[config.mk]
export PLATFORM = sky130hd
export DESIGN_NAME = pto_pulse_unit
export DESIGN_NICKNAME = d
export VERILOG_FILES = /design/src/common/pto_pkg.sv /design/src/design/pto_emergency.sv /design/src/design/pto_noise_filter.sv /design/src/design/pto_pulse_unit.sv
export VERILOG_INCLUDE_DIRS = /design/src /design/src/common
export SDC_FILE = /design/constraint.sdc
export NUM_CORES = 1
export LEC_CHECK = 0
export BUFFER_PORTS_ARGS = -buffer_cell sky130_fd_sc_hd__buf_2
export CAP_MARGIN = 20
export CELL_PAD_IN_SITES_DETAIL_PLACEMENT = 2
export CELL_PAD_IN_SITES_GLOBAL_PLACEMENT = 2
export CORE_MARGIN = 2
export CORE_UTILIZATION = 25
export DETAILED_ROUTE_END_ITERATION = 8
export GPL_TIMING_DRIVEN = 1
export PLACE_DENSITY = 0.64
export RECOVER_POWER = 50
export SKIP_LAST_GASP = 1
export SYNTH_ARGS = -nofsm -noshare
export SYNTH_HDL_FRONTEND = slang
export SYNTH_SLANG_ARGS = --single-unit
[constraint.sdc]
create_clock -name clk -period 4.4 [get_ports clk]
set_input_delay 0.22 -clock clk [delete_from_list [all_inputs] [get_ports clk]]
set_output_delay 0.22 -clock clk [all_outputs]
set_load 0.02 [all_outputs]
[src/common/pto_defs.svh]
// Constants for the pulse output and emergency stop block.
// Assumes inclusion by bare name from the bench and the design files.
//
// Overview of operation
// Initial-level 0: output starts low, goes high at dead-time match.
// Initial-level 1: output starts high, goes low at dead-time match.
// Output enable cleared: no waveform on that pin, port function kept.
// Both outputs disabled: still counts, period interrupt on period match.
// Trigger filter samples at fc/4, fc/2 or fc, five equal samples; 11 bypasses.
// Select 00 rejects 16/fc or less, accepts 20/fc, latency 21 to 24/fc.
// Select 01 rejects 8/fc or less, accepts 10/fc, latency 13 to 14/fc.
// Select 10 rejects 4/fc or less, accepts 5/fc, latency 5/fc.
// Bypass reacts 4/fc after synchroniser; source keeps pulses over 1/fc.
// Trigger-start interrupt on start edge, even in emergency; not clear or capture.
// Period interrupt on command start and each period wrap, even in emergency.
// Run written while trigger at stop level: no start; later start edge starts.
// Emergency enabled and pin low: outputs to initial levels, interrupt, counter runs.
// Source holds emergency pin low at least 4/fc.
// Emergency enable resets to 0; pin sampled on fc, only in input mode.
// Emergency flag set on shutdown and reads 1 while shut down.
// Release bit clears shutdown only with run bit 0 and stop mode 00.
// Release while pin low and enabled re-enters shutdown with new interrupt.
// Emergency interrupt whenever stop input accepted with enable 1.
// No restart during shutdown; software releases then rewrites controls.
// Outputs back to initial levels within 10/fc of emergency pin low.
// Runs only in high-speed run and idle modes; other modes reset it (the emergency latch and filter keep their state).
// Stop mode 00 and run cleared: halt at once, outputs to initial levels.
// Trigger input passes a synchronising flip-flop before the filter.
`ifndef PTO_DEFS_SVH
`define PTO_DEFS_SVH
// Register word addresses, one per register in consecutive order.
`define PTO_CR1_ADDR 4'h0
`define PTO_CR2_ADDR 4'h1
`define PTO_CR3_ADDR 4'h2
`define PTO_PERIOD_ADDR 4'h3
`define PTO_DEAD_ADDR 4'h4
// Control register one fields.
`define PTO_CR1_INI_A 0
`define PTO_CR1_INI_B 1
`define PTO_CR1_FSEL_LO 2
`define PTO_CR1_EDGE 4
`define PTO_CR1_TRIGMODE 5
// Control register two fields.
`define PTO_CR2_OE_A 0
`define PTO_CR2_OE_B 1
`define PTO_CR2_EMERGENCY_INPUT_ENABLE 2
`define PTO_CR2_EMERGENCY_RELEASE 7
// Control register three fields.
`define PTO_CR3_RUN 0
`define PTO_CR3_STM_LO 1
`define PTO_CR3_EMERGENCY_FLAG 3
`define PTO_CR3_CNTBUSY 4
// Reset values.
`define PTO_PERIOD_RST 16'hffff
`define PTO_DEAD_RST 16'h0000
// Filter: five equal samples accept a level.
`define PTO_FILT_SAMPLES 3'h5
`define PTO_FILT_DIV4 2'h3
`define PTO_FILT_DIV2 2'h1
// Emergency low-count threshold in fc cycles; the pin is taken on the third low cycle.
`define PTO_EMG_MIN_LOW 3'h2
`endif

[src/common/pto_pkg.sv]
// Types for the pulse output and emergency stop block.
// Assumes the constants header sits beside it.
package pto_pkg;
  typedef enum logic [1:0] {
    PTO_IDLE = 2'h0,
    PTO_WAIT = 2'h1,
    PTO_COUNT = 2'h2
  } pto_run_e;

  typedef struct packed {
    logic outA;
    logic outB;
    logic oeA;
    logic oeB;
  } pto_pins_s;

  typedef struct packed {
    logic trgStart;
    logic period;
    logic emergency;
  } pto_irq_s;
endpackage : pto_pkg

[src/design/pto_emergency.sv]
// Emergency shutdown latch with release handshake.
// Assumes the pin is already synchronised to clk.
`timescale 1ns/1ps
`include "pto_defs.svh"
module pto_emergency (
  // Clock and reset.
  input wire logic clk,
  input wire logic rst_n,
  // Control.
  input wire logic enable,
  input wire logic pinLow,
  input wire logic release_req,
  input wire logic runBit,
  input wire logic [1:0] stopMode,
  // Status.
  output logic shutdown,
  output logic irq
);
  typedef struct packed {
    logic [2:0] lowCnt;
    logic down;
    logic irq;
  } pto_emg_s;
  pto_emg_s st;
  pto_emg_s next_st;
  logic accept;
  logic relOk;

  // A short glitch is ignored; the low must last three cycles.
  assign accept = enable && pinLow && st.lowCnt >= `PTO_EMG_MIN_LOW;
  assign relOk = release_req && !runBit && stopMode == 2'h0;

  always_comb begin
    next_st = st;
    next_st.irq = 1'h0;
    next_st.lowCnt = (enable && pinLow) ? ((st.lowCnt == 3'h7) ? st.lowCnt : st.lowCnt + 3'h1) : 3'h0;
    if (relOk) begin
      next_st.down = 1'h0;
    end
    // Set beats release, so a pin still low re-enters at once.
    if (accept && (!st.down || relOk)) begin
      next_st.down = 1'h1;
      next_st.irq = 1'h1;
    end
  end

  always_ff @(posedge clk or negedge rst_n) begin
    if (!rst_n) begin
      st <= '0;
    end else begin
      st <= next_st;
    end
  end

  assign shutdown = st.down;
  assign irq = st.irq;
endmodule : pto_emergency

[src/design/pto_noise_filter.sv]
// Trigger noise filter: five equal samples at a selectable rate.
// Assumes the input is already synchronised to clk.
`timescale 1ns/1ps
`include "pto_defs.svh"
module pto_noise_filter (
  // Clock and reset.
  input wire logic clk,
  input wire logic rst_n,
  // Control.
  input wire logic [1:0] sampleSel,
  input wire logic syncIn,
  // Filtered level.
  output logic filtered
);
  typedef struct packed {
    logic [1:0] div;
    logic [2:0] cnt;
    logic last;
    logic level;
  } pto_filt_s;
  pto_filt_s st;
  pto_filt_s next_st;
  logic tick;

  // Sample enable: a one-cycle pulse from the divider at fc/4, fc/2 or fc.
  always_comb begin
    case (sampleSel)
      2'h0: tick = (st.div == `PTO_FILT_DIV4);
      2'h1: tick = (st.div[0] == 1'h1);
      default: tick = 1'h1;
    endcase
  end

  // Counts equal samples; a changed sample restarts the run.
  always_comb begin
    next_st = st;
    next_st.div = st.div + 2'h1;
    if (sampleSel == 2'h3) begin
      next_st.level = syncIn;
      next_st.cnt = 3'h0;
    end else if (tick) begin
      next_st.last = syncIn;
      if (syncIn != st.last) begin
        next_st.cnt = 3'h1;
      end else if (st.cnt < `PTO_FILT_SAMPLES) begin
        next_st.cnt = st.cnt + 3'h1;
      end
      if (syncIn == st.last && st.cnt + 3'h1 >= `PTO_FILT_SAMPLES) begin
        next_st.level = syncIn;
      end
    end
  end

  always_ff @(posedge clk or negedge rst_n) begin
    if (!rst_n) begin
      st <= '0;
    end else begin
      st <= next_st;
    end
  end

  assign filtered = st.level;
endmodule : pto_noise_filter

[src/design/pto_pulse_unit.sv]
// Pulse output unit with trigger filter and emergency output stop.
// Assumes an Avalon-MM master on clk and raw pins from outside the clock domain.
//
// Register access over Avalon-MM and the address map were chosen for this implementation.
`timescale 1ns/1ps
`include "pto_defs.svh"
module pto_pulse_unit (
  // Clock and reset.
  input wire logic clk,
  input wire logic rst_n,
  // Avalon-MM slave.
  input wire logic [3:0] address,
  input wire logic read,
  input wire logic write,
  input wire logic [31:0] writedata,
  output logic [31:0] readdata,
  output logic waitrequest,
  // System mode: high while in a high-speed run or idle mode.
  input wire logic fastMode,
  // Pins.
  input wire logic triggerPin,
  input wire logic emergencyStopPin_n,
  input wire logic emgPortInput,
  output pto_pkg::pto_pins_s pins,
  // Events, one-cycle pulses.
  output pto_pkg::pto_irq_s irqs
);
  typedef struct packed {
    logic [5:0] cr1;
    logic [2:0] cr2;
    logic [2:0] cr3;
    logic [15:0] period;
    logic [15:0] dead;
    logic [15:0] count;
    pto_pkg::pto_run_e run;
    logic outA;
    logic outB;
    logic trgS1;
    logic trgSync;
    logic emgS1;
    logic emgSync;
    logic filtLast;
    logic ack;
    logic [31:0] rdata;
    pto_pkg::pto_irq_s irq;
  } pto_state_s;
  pto_state_s st;
  pto_state_s next_st;
  logic filtered;
  logic shutdown;
  logic emgIrq;
  logic emgRelease;
  logic edgeSel;
  logic startLevel;
  logic stopLevel;
  logic startEdge;
  logic wrStrobe;

  ////////////////////////////////////////////////////////////////////////
  // Helpers.

  // Address decode used by read and write paths alike.
  function automatic logic [2:0] decodeAddr(input logic [3:0] addr);
    case (addr)
      `PTO_CR1_ADDR: decodeAddr = 3'h1;
      `PTO_CR2_ADDR: decodeAddr = 3'h2;
      `PTO_CR3_ADDR: decodeAddr = 3'h3;
      `PTO_PERIOD_ADDR: decodeAddr = 3'h4;
      `PTO_DEAD_ADDR: decodeAddr = 3'h5;
      default: decodeAddr = 3'h0;
    endcase
  endfunction : decodeAddr

  ////////////////////////////////////////////////////////////////////////
  // Submodules.

  pto_noise_filter uFilter (
    .clk(clk),
    .rst_n(rst_n),
    .sampleSel(st.cr1[`PTO_CR1_FSEL_LO +: 2]),
    .syncIn(st.trgS1),
    .filtered(filtered)
  );

  // Emergency input only counts while the shared pin is an input.
  pto_emergency uEmg (
    .clk(clk),
    .rst_n(rst_n),
    .enable(st.cr2[`PTO_CR2_EMERGENCY_INPUT_ENABLE] && emgPortInput),
    .pinLow(!st.emgSync),
    .release_req(emgRelease),
    .runBit(st.cr3[`PTO_CR3_RUN]),
    .stopMode(st.cr3[`PTO_CR3_STM_LO +: 2]),
    .shutdown(shutdown),
    .irq(emgIrq)
  );

  ////////////////////////////////////////////////////////////////////////
  // Trigger levels and bus strobes.

  // The first sync stage feeds the filter, which is itself a second stage.
  assign edgeSel = st.cr1[`PTO_CR1_EDGE];
  assign startLevel = edgeSel ? filtered : !filtered;
  assign stopLevel = !startLevel;
  assign startEdge = startLevel && (edgeSel ? !st.filtLast : st.filtLast);
  assign wrStrobe = write && !st.ack;
  assign emgRelease = wrStrobe && decodeAddr(address) == 3'h2 && writedata[`PTO_CR2_EMERGENCY_RELEASE];

  ////////////////////////////////////////////////////////////////////////
  // Next-state logic.

  always_comb begin
    next_st = st;
    next_st.trgS1 = triggerPin;
    next_st.trgSync = st.trgS1;
    next_st.emgS1 = emergencyStopPin_n;
    next_st.emgSync = st.emgS1;
    next_st.filtLast = filtered;
    next_st.irq = '0;
    next_st.irq.emergency = emgIrq;
    next_st.ack = (read || write) && !st.ack;

    // Register reads: unmapped addresses read as zero.
    case (decodeAddr(address))
      3'h1: next_st.rdata = {26'h0, st.cr1};
      3'h2: next_st.rdata = {29'h0, st.cr2};
      3'h3: next_st.rdata = {27'h0, (st.run == pto_pkg::PTO_COUNT), shutdown, st.cr3};
      3'h4: next_st.rdata = {16'h0, st.period};
      3'h5: next_st.rdata = {16'h0, st.dead};
      default: next_st.rdata = 32'h0;
    endcase

    // Register writes; release bit is write-only.
    if (wrStrobe) begin
      case (decodeAddr(address))
        3'h1: next_st.cr1 = writedata[5:0];
        3'h2: next_st.cr2 = writedata[2:0];
        3'h3: next_st.cr3 = writedata[2:0];
        3'h4: next_st.period = writedata[15:0];
        3'h5: next_st.dead = writedata[15:0];
        default: next_st.cr1 = st.cr1;
      endcase
    end

    // Counter sequencing.
    case (st.run)
      pto_pkg::PTO_IDLE: begin
        if (next_st.cr3[`PTO_CR3_RUN] && !st.cr3[`PTO_CR3_RUN] && !shutdown) begin
          next_st.count = 16'h0;
          next_st.outA = st.cr1[`PTO_CR1_INI_A];
          next_st.outB = st.cr1[`PTO_CR1_INI_B];
          if (stopLevel) begin
            next_st.run = pto_pkg::PTO_WAIT;
          end else begin
            next_st.run = pto_pkg::PTO_COUNT;
            next_st.irq.period = 1'h1;
          end
        end
      end
      pto_pkg::PTO_WAIT: begin
        if (startEdge) begin
          next_st.run = pto_pkg::PTO_COUNT;
          next_st.irq.trgStart = 1'h1;
        end
      end
      pto_pkg::PTO_COUNT: begin
        if (stopLevel) begin
          next_st.run = pto_pkg::PTO_WAIT;
          next_st.count = 16'h0;
          next_st.outA = st.cr1[`PTO_CR1_INI_A];
          next_st.outB = st.cr1[`PTO_CR1_INI_B];
        end else if (st.count >= st.period) begin
          next_st.count = 16'h0;
          next_st.irq.period = 1'h1;
          next_st.outA = st.cr1[`PTO_CR1_INI_A];
          next_st.outB = st.cr1[`PTO_CR1_INI_B];
        end else begin
          next_st.count = st.count + 16'h1;
          if (st.count == st.dead) begin
            next_st.outA = !st.cr1[`PTO_CR1_INI_A];
            next_st.outB = !st.cr1[`PTO_CR1_INI_B];
          end
        end
      end
      default: next_st.run = pto_pkg::PTO_IDLE;
    endcase

    // Run cleared, whatever the stop mode: halt at once, outputs initial.
    if (!next_st.cr3[`PTO_CR3_RUN]) begin
      next_st.run = pto_pkg::PTO_IDLE;
      next_st.count = 16'h0;
      next_st.outA = st.cr1[`PTO_CR1_INI_A];
      next_st.outB = st.cr1[`PTO_CR1_INI_B];
    end

    // Leaving the fast modes puts this block's registers back to reset; the filter and emergency latch keep theirs.
    if (!fastMode) begin
      next_st = '0;
      next_st.period = `PTO_PERIOD_RST;
      next_st.dead = `PTO_DEAD_RST;
    end
  end

  ////////////////////////////////////////////////////////////////////////
  // State register.

  always_ff @(posedge clk or negedge rst_n) begin
    if (!rst_n) begin
      st <= '0;
      st.period <= `PTO_PERIOD_RST;
      st.dead <= `PTO_DEAD_RST;
    end else begin
      st <= next_st;
    end
  end

  ////////////////////////////////////////////////////////////////////////
  // Outputs.

  // Emergency forces initial levels while the counter keeps going.
  assign pins.outA = shutdown ? st.cr1[`PTO_CR1_INI_A] : st.outA;
  assign pins.outB = shutdown ? st.cr1[`PTO_CR1_INI_B] : st.outB;
  assign pins.oeA = !st.cr2[`PTO_CR2_OE_A];
  assign pins.oeB = !st.cr2[`PTO_CR2_OE_B];
  assign irqs = st.irq;
  assign readdata = st.rdata;
  assign waitrequest = (read || write) && !st.ack;
endmodule : pto_pulse_unit
# == Word level (Yosys, flattened, before mapping) ==
# Cells that the tools add are included.
# word_totals
out_inout_bits,40
register_bits,116
elab_cells,160
# op_classes
bitwise_logic,1
muxes,45
n_reduce_logical,45
order_cmp,4
eq_ne,35
add_sub_neg,4
# ops
operator,n
two-way mux 105 bit,1
case mux 16 bit (5 select lines),1
two-way mux 16 bit,4
two-way mux 44 bit,1
two-way mux 20 bit,2
case mux 16 bit (2 select lines),1
two-way mux 3 bit,8
AND reduction 2 bit,9
"adder 16 x 1 -> 16 bit, second input constant",1
== test 16 bit,1
>= comparator 16 bit,1
"== test 3 bit, second input constant",5
case mux 3 bit (5 select lines),1
logical AND 1 bit,14
two-way mux 2 bit,7
two-way mux 1 bit,13
"== test 3 x 2 -> 1 bit, second input constant",4
"!= test 2 x 1 -> 1 bit, second input constant",6
"!= test 4 bit, second input constant",3
logical NOT 1 bit,10
"== test 4 x 2 -> 1 bit, second input constant",2
"adder 3 x 1 -> 3 bit, second input constant",2
"== test 2 bit, second input constant",3
"== test 3 x 1 -> 1 bit, second input constant",2
24 further kinds,32

# == Longest topological paths before layout ==
# Gate-level depths: netlist of the first run.
# depth
depth_word,12
mapped_depth,9
depth_no_buf,8

# == Cells and area by module ==
# A second synthesis of the first run with hierarchy kept.
# unflattened
hier_cells,577
area_unflattened_um2,5565.3
# by_module_without_submodules
mod,area_each_um2,cells_each,n_inst
pto_pulse_unit,4850.9,508,1
pto_noise_filter,484.2,51,1
pto_emergency,230.2,18,1

# == Worst setup path after synthesis of the first run ==
# Ideal clock, no wire load.
# synth_timing
path_kind,register to register
startpoint,reg st[91] (netlist name)
endpoint,reg st[45] (netlist name)
required_time_ns,4.275
setup_slack_ns,1.946
path_stages_with_launch,9
arrival_ns,2.329
synth_period_minus_slack_ns,2.454
cell_sequence,dfstp_2 inv_1 ha_1 nand4_1 or4_1 o31a_1 and4_1 buf_6 mux2_2
# synth_between
elab_chain_len,6
# synth_lines
element,line,rtl
"start, declared",pto_pulse_unit.sv:47,pto_state_s st;
"start signal, assigned",pto_pulse_unit.sv:213,st <= next_st;
>= comparator 16 bit,pto_pulse_unit.sv:172,end else if (st.count >= st.period) begin
two-way mux 16 bit,pto_pulse_unit.sv:172,
two-way mux 16 bit,pto_pulse_unit.sv:167,if (stopLevel) begin
case mux 16 bit (2 select lines),pto_pulse_unit.sv:146,case (st.run)
two-way mux 20 bit,pto_pulse_unit.sv:189,if (!next_st.cr3[`PTO_CR3_RUN]) begin
two-way mux 105 bit,pto_pulse_unit.sv:197,if (!fastMode) begin
# No other way between the ends.
# A chain may end at the register's enable or synchronous reset.

# == Worst setup path in the final report of the first run ==
# layout_timing
startpoint,reg st[35] (netlist name)
endpoint,reg st[48] (netlist name)
# layout_between
elab_chain_len,7
elab_cells_between_ends,10
cone_classes,2 x eq/ne; 3 x mux; 5 x reduce/logical
# layout_lines
element,line,rtl
logical NOT 1 bit (*),pto_pulse_unit.sv:106,assign wrStrobe = write && !st.ack;
logical AND 1 bit (*),pto_pulse_unit.sv:106,
two-way mux 44 bit (*),pto_pulse_unit.sv:134,if (wrStrobe) begin
logical AND 1 bit (2 in series),pto_pulse_unit.sv:148,if (next_st.cr3[`PTO_CR3_RUN] && !st.cr3[`PTO_CR3_RUN] && !shutdown) begin
!= test 4 bit (no source line),n/a,
AND reduction 2 bit (no source line),n/a,
# Mark *: on every way between the ends. The rest lies on a longest branch, timed or not. The select of a mux whose other input is x is not followed.

==> impl_metrics.yaml, run 1 <==
run_status:
  status: "finished with violations"
  violations: "max-capacitance violations, max-slew violations"
clock_tree:
  clock_sinks: 100
  root_buffer: "clkbuf_16"
  post_cts_buffers: 0
  cts_buffer_depth: 2
  htreeDepth: 3
  clk_pin_slew_ps: 70
  clkLatencyLatePin_ps: 350
  numCtsBuffers: 9
  tritoncts: "built"
routing:
  routed_wl_um: 16980
  dr.max_layer_used: "met4"
  wl_met1_um: 7683
  drt_iter0_markers: 226
  final_antenna_net_count: 0
  wl_met2_um: 8535
  vias: 4343
  wl_per_cell_um: 19.04
  drc: 0
  viasPerCell: 4.869
  wl_met3_um: 486
  firstDrtPassIters: 4
flow_run:
  max_cap_viol_count: 1
sta:
  slew-limit-headroom: -0.1595
  rsz0062_at_grt: "no"
  period_share: 0.6545
  finalHoldViolations: 0
  period_needed_ps: 2880
  fin_tns_setup_ps: 0
  slew_viol_final: 30
  worst_slew_pin_slew_ps: 1739
  holdWs_ps: 80.25
  max_clock_freq_mhz: 347.3
  setup_viol: 0
  fin_skew_ps: 9.285
floorplan:
  coreArea_um2: 21150
  die_h_um: 151.2
  fp-row-count: 53
  ioPinCount: 84
  start_util: 0.2560
  die_x_um: 151.2
  die_area_um2: 22860
cells_and_area:
  fin_nets: 680
  fill_cells: 2395
  syn_to_final_growth_pct: 12.89
  drive_above_1_share: 0.1313
  multi_input_area_um2: 2469
  antennaDiodeCount: 0
  regArea_um2: 2522
critical_path:
  r2r_start: "st[35]$_DFF_PN0_"
  cp_num_buf_inv: 1
  crit_family: "simple AND/OR/NAND/NOR gates"
  reg2reg_depth: 7
  startpoint_type: "flop"
  crit_chain: "nor2b_1 > clkbuf_1 > nand2_2 > mux2i_4 > and4_1 > a21oi_1 > a21oi_1"
  required_ps: 4680
  crit_path_max_fanout: 19
  worst-setup-path-type: "flop to flop"
  cpPeakStageDelay_ps: 800
  reg2reg_to: "st[48]$_DFFE_PN0P_"
  cp.arrival_ps: 3160
  rrSetupSlack_ps: 1520
  cpMostUsedCell: "a21oi_1"
  critPathCaptureType: "flop"
  crit_path_top_delay_cell: "clkbuf_1"
global_routing:
  grt_first_pass_wirelength_um: 27660
  first_global_vias: 5007
  grt_antenna_before_repair: 0
  grt_usage: 0.1583
  grt_max_degree: 40
  gr-total-overflow: 0
placed_design:
  hpwl_um: 12170
  place_congestion: 0.7462
  portBuffers: 51
synth:
  syn_area_um2: 5416
  ys_async_sr_fraction: 1.000
  ys_ff_latch: 100
  synth_cell_types: 55
  yosysTopAreaCellShare: 0.3881
  synth_edf_count: 0
  yosys-top-cells-area: "dfrtp_1 (39%), dfstp_2 (7.8%), nand2_1 (6.0%)"
  synth_warnings: 0
  synth_area_per_cell_um2: 9.307
  synthCells: 582
  synth-seq-area-share: 0.4657
  synth_top_flop_cell: "dfrtp_1"
  yosysTopAreaCell: "dfrtp_1"
worst_hold_path:
  whs_path_depth: 2
  worstHoldEndpoint: "st[40]$_DFF_PN0_"
  min_from: "triggerPin"
  hold_path_class: "input pin to flop"
pwr:
  vdd_drop_max_mv: 0.1838
  leakage_uw: 0.002802
  p_per_area_nw_per_um2: 339.3
==> sequential cells by signal, summed over array words and instances, names as in the netlist <==
signal,cells
edgeSel,1
irqs,3
readdata,16
st,68
uEmg.irq,1
uEmg.shutdown,1
uEmg.st,3
uFilter.filtered,1
uFilter.st,6
==> worst max path at each step <==
stage | startpoint | to | slack, ps | cells after the start
after detailed placement | st[86]$_DFFE_PN1P_ | st[49]$_DFFE_PN0P_ | 1590 | 8
after global routing | st[35]$_DFF_PN0_ | st[48]$_DFFE_PN0P_ | 1200 | 7
after CTS | st[86]$_DFFE_PN1P_ | st[49]$_DFFE_PN0P_ | 1570 | 8
final | st[35]$_DFF_PN0_ | st[48]$_DFFE_PN0P_ | 1520 | 7
after floorplan | st[91]$_DFFE_PN1P_ | st[45]$_DFFE_PN0P_ | 1950 | 8
after global placement | st[91]$_DFFE_PN1P_ | st[49]$_DFFE_PN0P_ | 1640 | 8
==> layout make-up <==
| type | count | area share |
|---|---|---|
| clock inverter | 5 | 0.01678 |
| multi-input combinational | 404 | 0.4037 |
| inverter | 34 | 0.02087 |
| sequential | 100 | 0.4125 |
| timing repair buffer | 64 | 0.05238 |
| clock buffer | 10 | 0.03745 |
| tap | 275 | 0.05627 |
==> kinds of logic (layout without fill, tap and decap cells) <==
kind of cell,after synthesis,count (layout),share of synthesized area
other,1,16,0.0006923
and+or+nand+nor,207,207,0.1843
buffers and inverters,93,113,0.09101
DFF,100,100,0.4657
adders and majority gates,23,23,0.05313
AOI/OAI and AO/OA,122,122,0.1428
muxes,5,5,0.01224
xor gates and xnor gates,31,31,0.05013
==> through the flow <==
stage / util / power, uW / cells / area (um^2) / worst slack [ps]
2_1_floorplan: - / 1100 / 597 / 5473 / 1946
3_3_place_gp: 0.2743 / 1165 / 875 / 5803 / 1641
3_5_place_dp: 0.2743 / 1179 / 875 / 5803 / 1585
4_1_cts: 0.2905 / 2104 / 891 / 6145 / 1569
5_1_grt: 0.2891 / 2160 / 892 / 6115 / 1200
6_report: 0.2891 / 2075 / 892 / 6115 / 1520
==> cells in the final DEF, fill, tap and decap left out, types with 10 or more instances in the layout <==
cell	count
nand2_1	87
dfrtp_1	84
a21oi_1	55
nor2_1	39
inv_1	34
buf_2	28
clkbuf_1	26
xor2_1	23
ha_1	23
nand3_1	19
o211ai_1	17
conb_1	16
dfstp_2	16
a22oi_1	14
nor3_1	10
==> synth_stat cells (2+ instances only) <==
master    number
nand2_1       87
o21a_1         4
o211ai_1      17
a22o_1         3
nor2b_1        3
mux2_2         3
xor2_1        23
nand2b_1       5
nand3b_1       2
o22ai_1        3
clkbuf_1      20
buf_4         36
nor4_1         7
nand3_1       19
and2_0         2
inv_1         34
nor3_1        11
nor3b_1        2
a22oi_1       14
a222oi_1       6
or2_2          2
ha_1          23
o31ai_1        2
a21oi_1       55
o21ai_0        9
xnor2_1        8
and3_1         4
dfrtp_1       84
nor4b_1        4
nor2_1        39
dfstp_2       16
a31oi_1        2
a311o_1        2
and2_1         5
nand4_1        6
==> metal layers <==
layer | vias to the layer above | global-route usage
li1 | 2018 | -
met1 | 2250 | 0.1993
met2 | 57 | 0.2781
met3 | 18 | 0.02440
met4 | 0 | 0.04953
met5 | - | 0
==> power breakdown <==
part | switching, uW | internal [uW] | total, uW
combinational | 136 | 56.2 | 193
sequential | 23.2 | 943 | 966
clock | 364 | 553 | 916
==> what timing repair did <==
action                                 4_1_cts  5_1_grt
endpoints found under the hold margin       21        0
hold buffers                                 1        0
setup endpoints to repair                    0        0
gates resized for setup                      0        0
Power figures use the tool's default switching activity.
==> inputs of run 2 (changes only) <==
==> constraint.sdc (replaced) <==
create_clock -name clk -period 2.8 [get_ports clk]
set_input_delay 0.14 -clock clk [delete_from_list [all_inputs] [get_ports clk]]
set_output_delay 0.14 -clock clk [all_outputs]
set_load 0.02 [all_outputs]
==> run 2 against run 1 <==
Compared with the run above:
- the run still ends with max-capacitance violations, max-slew violations left
- first-iteration DRC count grew 8.8%
- sequential share of layout area shrank 0.71 points
- hold slack lost 71 ps
- critical endpoint is now st[41]$_DFFE_PN0P_
- highest routed layer unchanged
==> impl_metrics.yaml, run 2 (synthesized netlist as in run 1, its figures left out) <==
run_status:
  status: "finished with violations"
  violations: "max-capacitance violations, max-slew violations"
placed_design:
  place_congestion: 0.7663
  pre_cts_slack_ps: -5.424
  dp_cells: 888
  portBuffers: 51
  hpwl_um: 12750
global_routing:
  grt_antenna_before_repair: 0
  gr-total-overflow: 0
  grt_usage: 0.1622
  grt_first_pass_wirelength_um: 28220
  grt_max_degree: 59
  first_global_vias: 5000
floorplan:
  die_area_um2: 22860
  coreArea_um2: 21150
  ioPinCount: 84
  die_x_um: 151.2
  fp-row-count: 53
  die_h_um: 151.2
  start_util: 0.2560
pwr:
  p_sw_uw: 848.7
  comb_power_share: 0.098
  p_int_uw: 2251
  clock_power_share: 0.412
  leakage_uw: 0.002845
  power_frac_seq: 0.490
  p_per_area_nw_per_um2: 498.3
  vdd_drop_max_mv: 0.2775
  switching_share: 0.2738
sta:
  setup_ws_ps: 141.5
  finalHoldViolations: 0
  setup_viol: 0
  period_share: 0.9495
  fin_skew_ps: 10.83
  holdWs_ps: 9.140
  slew-limit-headroom: -0.01298
  worst_slew_pin_slew_ps: 1519
  max_clock_freq_mhz: 376.2
  period_needed_ps: 2658
  slew_viol_final: 59
cells_and_area:
  final_common_cell: "nand2_1"
  regMostFlops: "st"
  fill_cells: 2379
  drive_above_1_share: 0.1601
  instances_no_fill: 906
  regArea_um2: 2522
  multi_input_area_um2: 2519
  syn_to_final_growth_pct: 14.85
  fin_nets: 693
  antennaDiodeCount: 0
  largest_reg_flops: 68
  post-route-util: 0.2941
  final_cell_mix: "nand2_1 (87), dfrtp_1 (84), a21oi_1 (55)"
critical_path:
  critPathLaunch: "st[90]$_DFFE_PN1P_"
  startpoint_type: "flop"
  crit_path_max_fanout: 3
  worst-setup-path-type: "flop to flop"
  r2r_start: "st[90]$_DFFE_PN1P_"
  crit_path_top_delay_cell: "or4_4"
  endpoint: "st[41]$_DFFE_PN0P_"
  required_ps: 3070
  reg2reg_depth: 8
  critPathCaptureType: "flop"
  crit_chain: "inv_1 > ha_1 > nand4_1 > or4_4 > o31a_1 > and3_1 > a311o_1 > o22ai_1"
  cp.arrival_ps: 2930
  cpPeakStageDelay_ps: 580
  rrSetupSlack_ps: 140
  reg2reg_to: "st[41]$_DFFE_PN0P_"
clock_tree:
  htreeDepth: 3
  tritoncts: "built"
  cts_buffer_depth: 2
  clk_pin_slew_ps: 70
  numCtsBuffers: 9
  clkLatencyLatePin_ps: 360
  root_buffer: "clkbuf_16"
  clock_sinks: 100
routing:
  drt_iter0_markers: 246
  drc: 0
  final_antenna_net_count: 0
  viasPerCell: 4.874
  vias: 4416
  wl_per_cell_um: 19.26
  firstDrtPassIters: 4
  routed_wl_um: 17450
worst_hold_path:
  hold_path_class: "input pin to flop"
flow_run:
  max_cap_viol_count: 1
[run 2: changes by cell type in the layout (fill, tap and decap cells not counted), moves of 2 or more]
cell,change
ha_1,-3
buf_4,+13
bufinv_16,-3
clkinv_4,+2
ha_4,+3
clkbuf_8,+3
[run 2: layout make-up]
type                            instances  area share
Clock buffer                           12     0.04284
Clock inverter                          4    0.005229
Sequential cell                       100      0.4055
Tap cell                              275     0.05531
Timing Repair Buffer                   76     0.06577
Inverter                               34     0.02051
Multi-Input combinational cell        405      0.4049
[run 2: per-stage QoR]
stage / setup TNS [ps] / total power, uW / area [um^2]
5_1_grt: -6.060 / 3234 / 6221
2_1_floorplan: 0 / 1729 / 5473
3_3_place_gp: 0 / 1832 / 5913
3_5_place_dp: -5.424 / 1857 / 5913
6_report: 0 / 3100 / 6221
4_1_cts: 0 / 3143 / 6223
[run 2: power by group through the flow]
stage          clock network [uW]  registers, uW  logic (uW)
3_3_place_gp                    0           1540         290
5_1_grt                      1370           1530         335
6_report                     1280           1520         303
2_1_floorplan                   0           1530         203
3_5_place_dp                    0           1550         310
4_1_cts                      1310           1520         313
[run 2: timing repair]
action                                  in CTS  in global routing
hold endpoints to repair                    47                  0
pin swaps                                    0                  5
hold buffers                                 1                  0
buffers inserted                             0                  0
gates cloned                                 0                  1
gates resized for setup                      1                  5
endpoints found under the setup margin      10                 14
[run 2: worst min-delay path by stage]
stage,start,end,cells past startpoint
floorplan,rst_n,edgeSel$_DFFE_PN0P_,0
global placement,rst_n,st[58]$_DFFE_PN0P_,1
detailed placement,rst_n,st[57]$_DFFE_PN0P_,1
CTS,emergencyStopPin_n,st[38]$_DFF_PN0_,2
global route,triggerPin,st[40]$_DFF_PN0_,2
finish,triggerPin,st[40]$_DFF_PN0_,2
[run 2: per-layer routing]
layer / vias to the layer above / part of all wire / track usage
met3: 9 / 0.023 / 0.02380
li1: 2046 / - / -
met2: 57 / 0.50 / 0.2771
met1: 2304 / 0.47 / 0.2161
met4: 0 / 0.0085 / 0.03925
met5: - / 0 / 0
[run 2: worst max-delay path: cells and delay by family (launching register included)]
family          cells  cell delay (ps)
flops               1              530
buf+inv             1               50
compound gates      3              760
fa+ha+maj           1              290
simple gates        3              940
==> inputs of run 3 (changes only) <==
--- a/config.mk
+++ b/config.mk
@@ -6,6 +6,7 @@
 export SDC_FILE = /design/constraint.sdc
 export NUM_CORES = 1
 export LEC_CHECK = 0
+export ABC_AREA = 1
 export BUFFER_PORTS_ARGS = -buffer_cell sky130_fd_sc_hd__buf_2
 export CAP_MARGIN = 20
 export CELL_PAD_IN_SITES_DETAIL_PLACEMENT = 2
@@ -14,7 +15,7 @@
 export CORE_UTILIZATION = 25
 export DETAILED_ROUTE_END_ITERATION = 8
 export GPL_TIMING_DRIVEN = 1
-export PLACE_DENSITY = 0.64
+export PLACE_DENSITY = 0.66
 export RECOVER_POWER = 50
 export SKIP_LAST_GASP = 1
 export SYNTH_ARGS = -nofsm -noshare
==> run 3 against run 2 <==
Compared with the run above:
- the run still ends with max-capacitance violations, max-slew violations left
- critical path depth rose by 4
- via count grew 6.7%
- area after synthesis is 2.4% higher
- clock skew fell by 5.0 ps
- fmax grew 13%
- worst setup slack improved by 310 ps
- final cell count is 11% higher
- routed wire length grew 2.2%
- utilization shrank 0.87 points
- sequential power is essentially flat
- non-clock buffer count fell by 11
- hold slack improved by 6.7 ps
==> impl_metrics.yaml, run 3 <==
run_status:
  status: "finished with violations"
  violations: "max-capacitance violations, max-slew violations"
sta:
  finalHoldViolations: 0
  period_needed_ps: 2347
  slew_viol_final: 82
  rsz0062_at_grt: "no"
  setup_ws_ps: 452.9
  max_clock_freq_mhz: 426.1
  fin_skew_ps: 5.807
  fin_tns_setup_ps: 0
  slew-limit-headroom: -0.09619
  worst_slew_pin_slew_ps: 1644
  setup_viol: 0
  period_share: 0.8382
synth:
  yosysTopAreaCellShare: 0.3788
  yosys-top-cells-area: "dfrtp_1 (38%), nand2_1 (8.2%), dfstp_2 (7.6%)"
  synth_common_cells: "nand2_1 (121), inv_1 (103), dfrtp_1 (84)"
  yosysTopAreaCell: "dfrtp_1"
  synth_top_flop_cell: "dfrtp_1"
  synth_area_per_cell_um2: 8.172
  synth-seq-area-share: 0.4546
  syn_area_um2: 5549
  synth_cell_types: 41
  ys_async_sr_fraction: 1.000
  ys_ff_latch: 100
  synth_warnings: 0
  synth_edf_count: 0
  synthCells: 679
  synth_most_common_cell: "nand2_1"
critical_path:
  reg2reg_depth: 12
  cpMostUsedCell: "nand2_1"
  reg2reg_to: "st[41]$_DFFE_PN0P_"
  crit_path_top_delay_cell: "dfstp_2"
  crit_family: "simple AND/OR/NAND/NOR gates"
  cp.arrival_ps: 2580
  required_ps: 3040
  path_depth: 12
  startpoint_type: "flop"
  rrSetupSlack_ps: 450
  crit_path_max_fanout: 6
  worst-setup-path-type: "flop to flop"
  endpoint: "st[41]$_DFFE_PN0P_"
  critPathLaunch: "st[80]$_DFFE_PN1P_"
  cpPeakStageDelay_ps: 520
  r2r_start: "st[80]$_DFFE_PN1P_"
  cp_num_buf_inv: 1
  critPathCaptureType: "flop"
  crit_chain: "inv_1 > ha_1 > a21oi_1 > nand2_1 > nand2_1 > nand2_1 > nand2_1 > nand3_2 > nand2_2 > nand2_1 > nand3_1 > nand2_1"
clock_tree:
  root_buffer: "clkbuf_16"
  clk_pin_slew_ps: 70
  clkLatencyLatePin_ps: 350
  clock_sinks: 100
  htreeDepth: 3
  post_cts_buffers: 0
  numCtsBuffers: 9
  tritoncts: "built"
  cts_buffer_depth: 2
routing:
  drt_iter0_markers: 134
  wl_per_cell_um: 17.75
  drc: 0
  viasPerCell: 4.688
  final_antenna_net_count: 0
  vias: 4711
  firstDrtPassIters: 4
  routed_wl_um: 17840
global_routing:
  grt_first_pass_wirelength_um: 29440
  gr-total-overflow: 0
  grt_max_degree: 55
  grt_antenna_before_repair: 0
  first_global_vias: 5351
  grt_usage: 0.1585
cells_and_area:
  antennaDiodeCount: 0
  syn_to_final_growth_pct: 12.22
  largest_reg_flops: 68
  fin_nets: 787
  regMostFlops: "st"
  final_cell_mix: "nand2_1 (121), inv_1 (103), dfrtp_1 (84)"
  final_common_cell: "nand2_1"
  drive_above_1_share: 0.1200
floorplan:
  die_h_um: 153.0
  die_area_um2: 23400
  ioPinCount: 84
  die_x_um: 153.0
  fp-row-count: 54
  start_util: 0.2543
  coreArea_um2: 21820
pwr:
  vdd_drop_max_mv: 0.2013
  leakage_uw: 0.003008
  p_per_area_nw_per_um2: 513.9
placed_design:
  portBuffers: 51
  hpwl_um: 13430
  place_congestion: 0.7869
  pre_cts_slack_ps: 406.0
flow_run:
  max_cap_viol_count: 2
worst_hold_path:
  whs_path_depth: 3
  hold_path_class: "input pin to flop"
[run 3: changes by cell type after synthesis, moves of 19 or more]
cell	before	now
inv_1	34	103
o22ai_1	3	22
nand2_1	87	121
o21ai_0	9	44
a21oi_1	55	30
nor2_1	39	75
[run 3: cell type report]
| type | count | area, um^2 |
|---|---|---|
| clock buffer | 11 | 232.7 |
| clock inverter | 5 | 62.56 |
| fill | 2537 | 15600 |
| multi-input combinational | 439 | 2345 |
| sequential | 100 | 2522 |
| timing repair buffer | 65 | 320.3 |
| inverter | 105 | 394.1 |
| tap | 280 | 350.3 |
[run 3: tightest hold or removal path, stage by stage]
cell and delay (ps):
buf_2 80, nand2_1 60, inv_1 60
[run 3: repair_timing]
action	in CTS	in global routing
hold buffers	2	0
gates resized for setup	0	0
endpoints found under the hold margin	45	0
[run 3: worst min path at each step]
stage | startpoint | to | slack, ps
CTS | emergencyStopPin_n | st[38]$_DFF_PN0_ | 7
global placement | rst_n | st[52]$_DFFE_PN0P_ | 270
detailed placement | rst_n | st[52]$_DFFE_PN0P_ | 270
floorplan | rst_n | edgeSel$_DFFE_PN0P_ | -160
global route | emergencyStopPin_n | st[38]$_DFF_PN0_ | 20
finish | emergencyStopPin_n | st[38]$_DFF_PN0_ | 20
[run 3: metrics by stage]
stage	cell area [um^2]	power [uW]	utilization	std cells	hold slack [ps]
2_1_floorplan	5605	1810	-	694	-155.6
3_3_place_gp	5959	1923	0.2731	987	268.2
3_5_place_dp	5959	1955	0.2731	987	272.7
4_1_cts	6275	3258	0.2875	1005	7.375
5_1_grt	6227	3364	0.2853	1005	18.08
6_report	6227	3200	0.2853	1005	15.84
[run 3: where the power goes]
part           internal, uW  switching, uW  leakage (uW)
clock                   698            580      0.000136
sequential             1500           35.9       0.00132
combinational           110            275       0.00155
[run 3: metal layers]
metal / GRT usage / part of all wire / vias up
met5: 0 / 0 / -
met4: 0.03792 / 0.010 / 0
met3: 0.01928 / 0.018 / 13
met2: 0.2891 / 0.52 / 55
met1: 0.1993 / 0.45 / 2415
li1: - / - / 2228
[run 3: cells by family (layout without fill, tap and decap cells)]
family | count (synthesis) | in the layout | share of synthesized area
AND/OR/NAND/NOR | 268 | 268 | 0.2126
adder cells (fa/ha/maj) | 23 | 23 | 0.05186
AO/OA/AOI/OAI | 115 | 115 | 0.1195
buffers and inverters | 155 | 186 | 0.1330
flip-flops | 100 | 100 | 0.4546
multiplexers | 2 | 2 | 0.004058
XOR/XNOR | 15 | 15 | 0.02368
other | 1 | 16 | 0.0006758
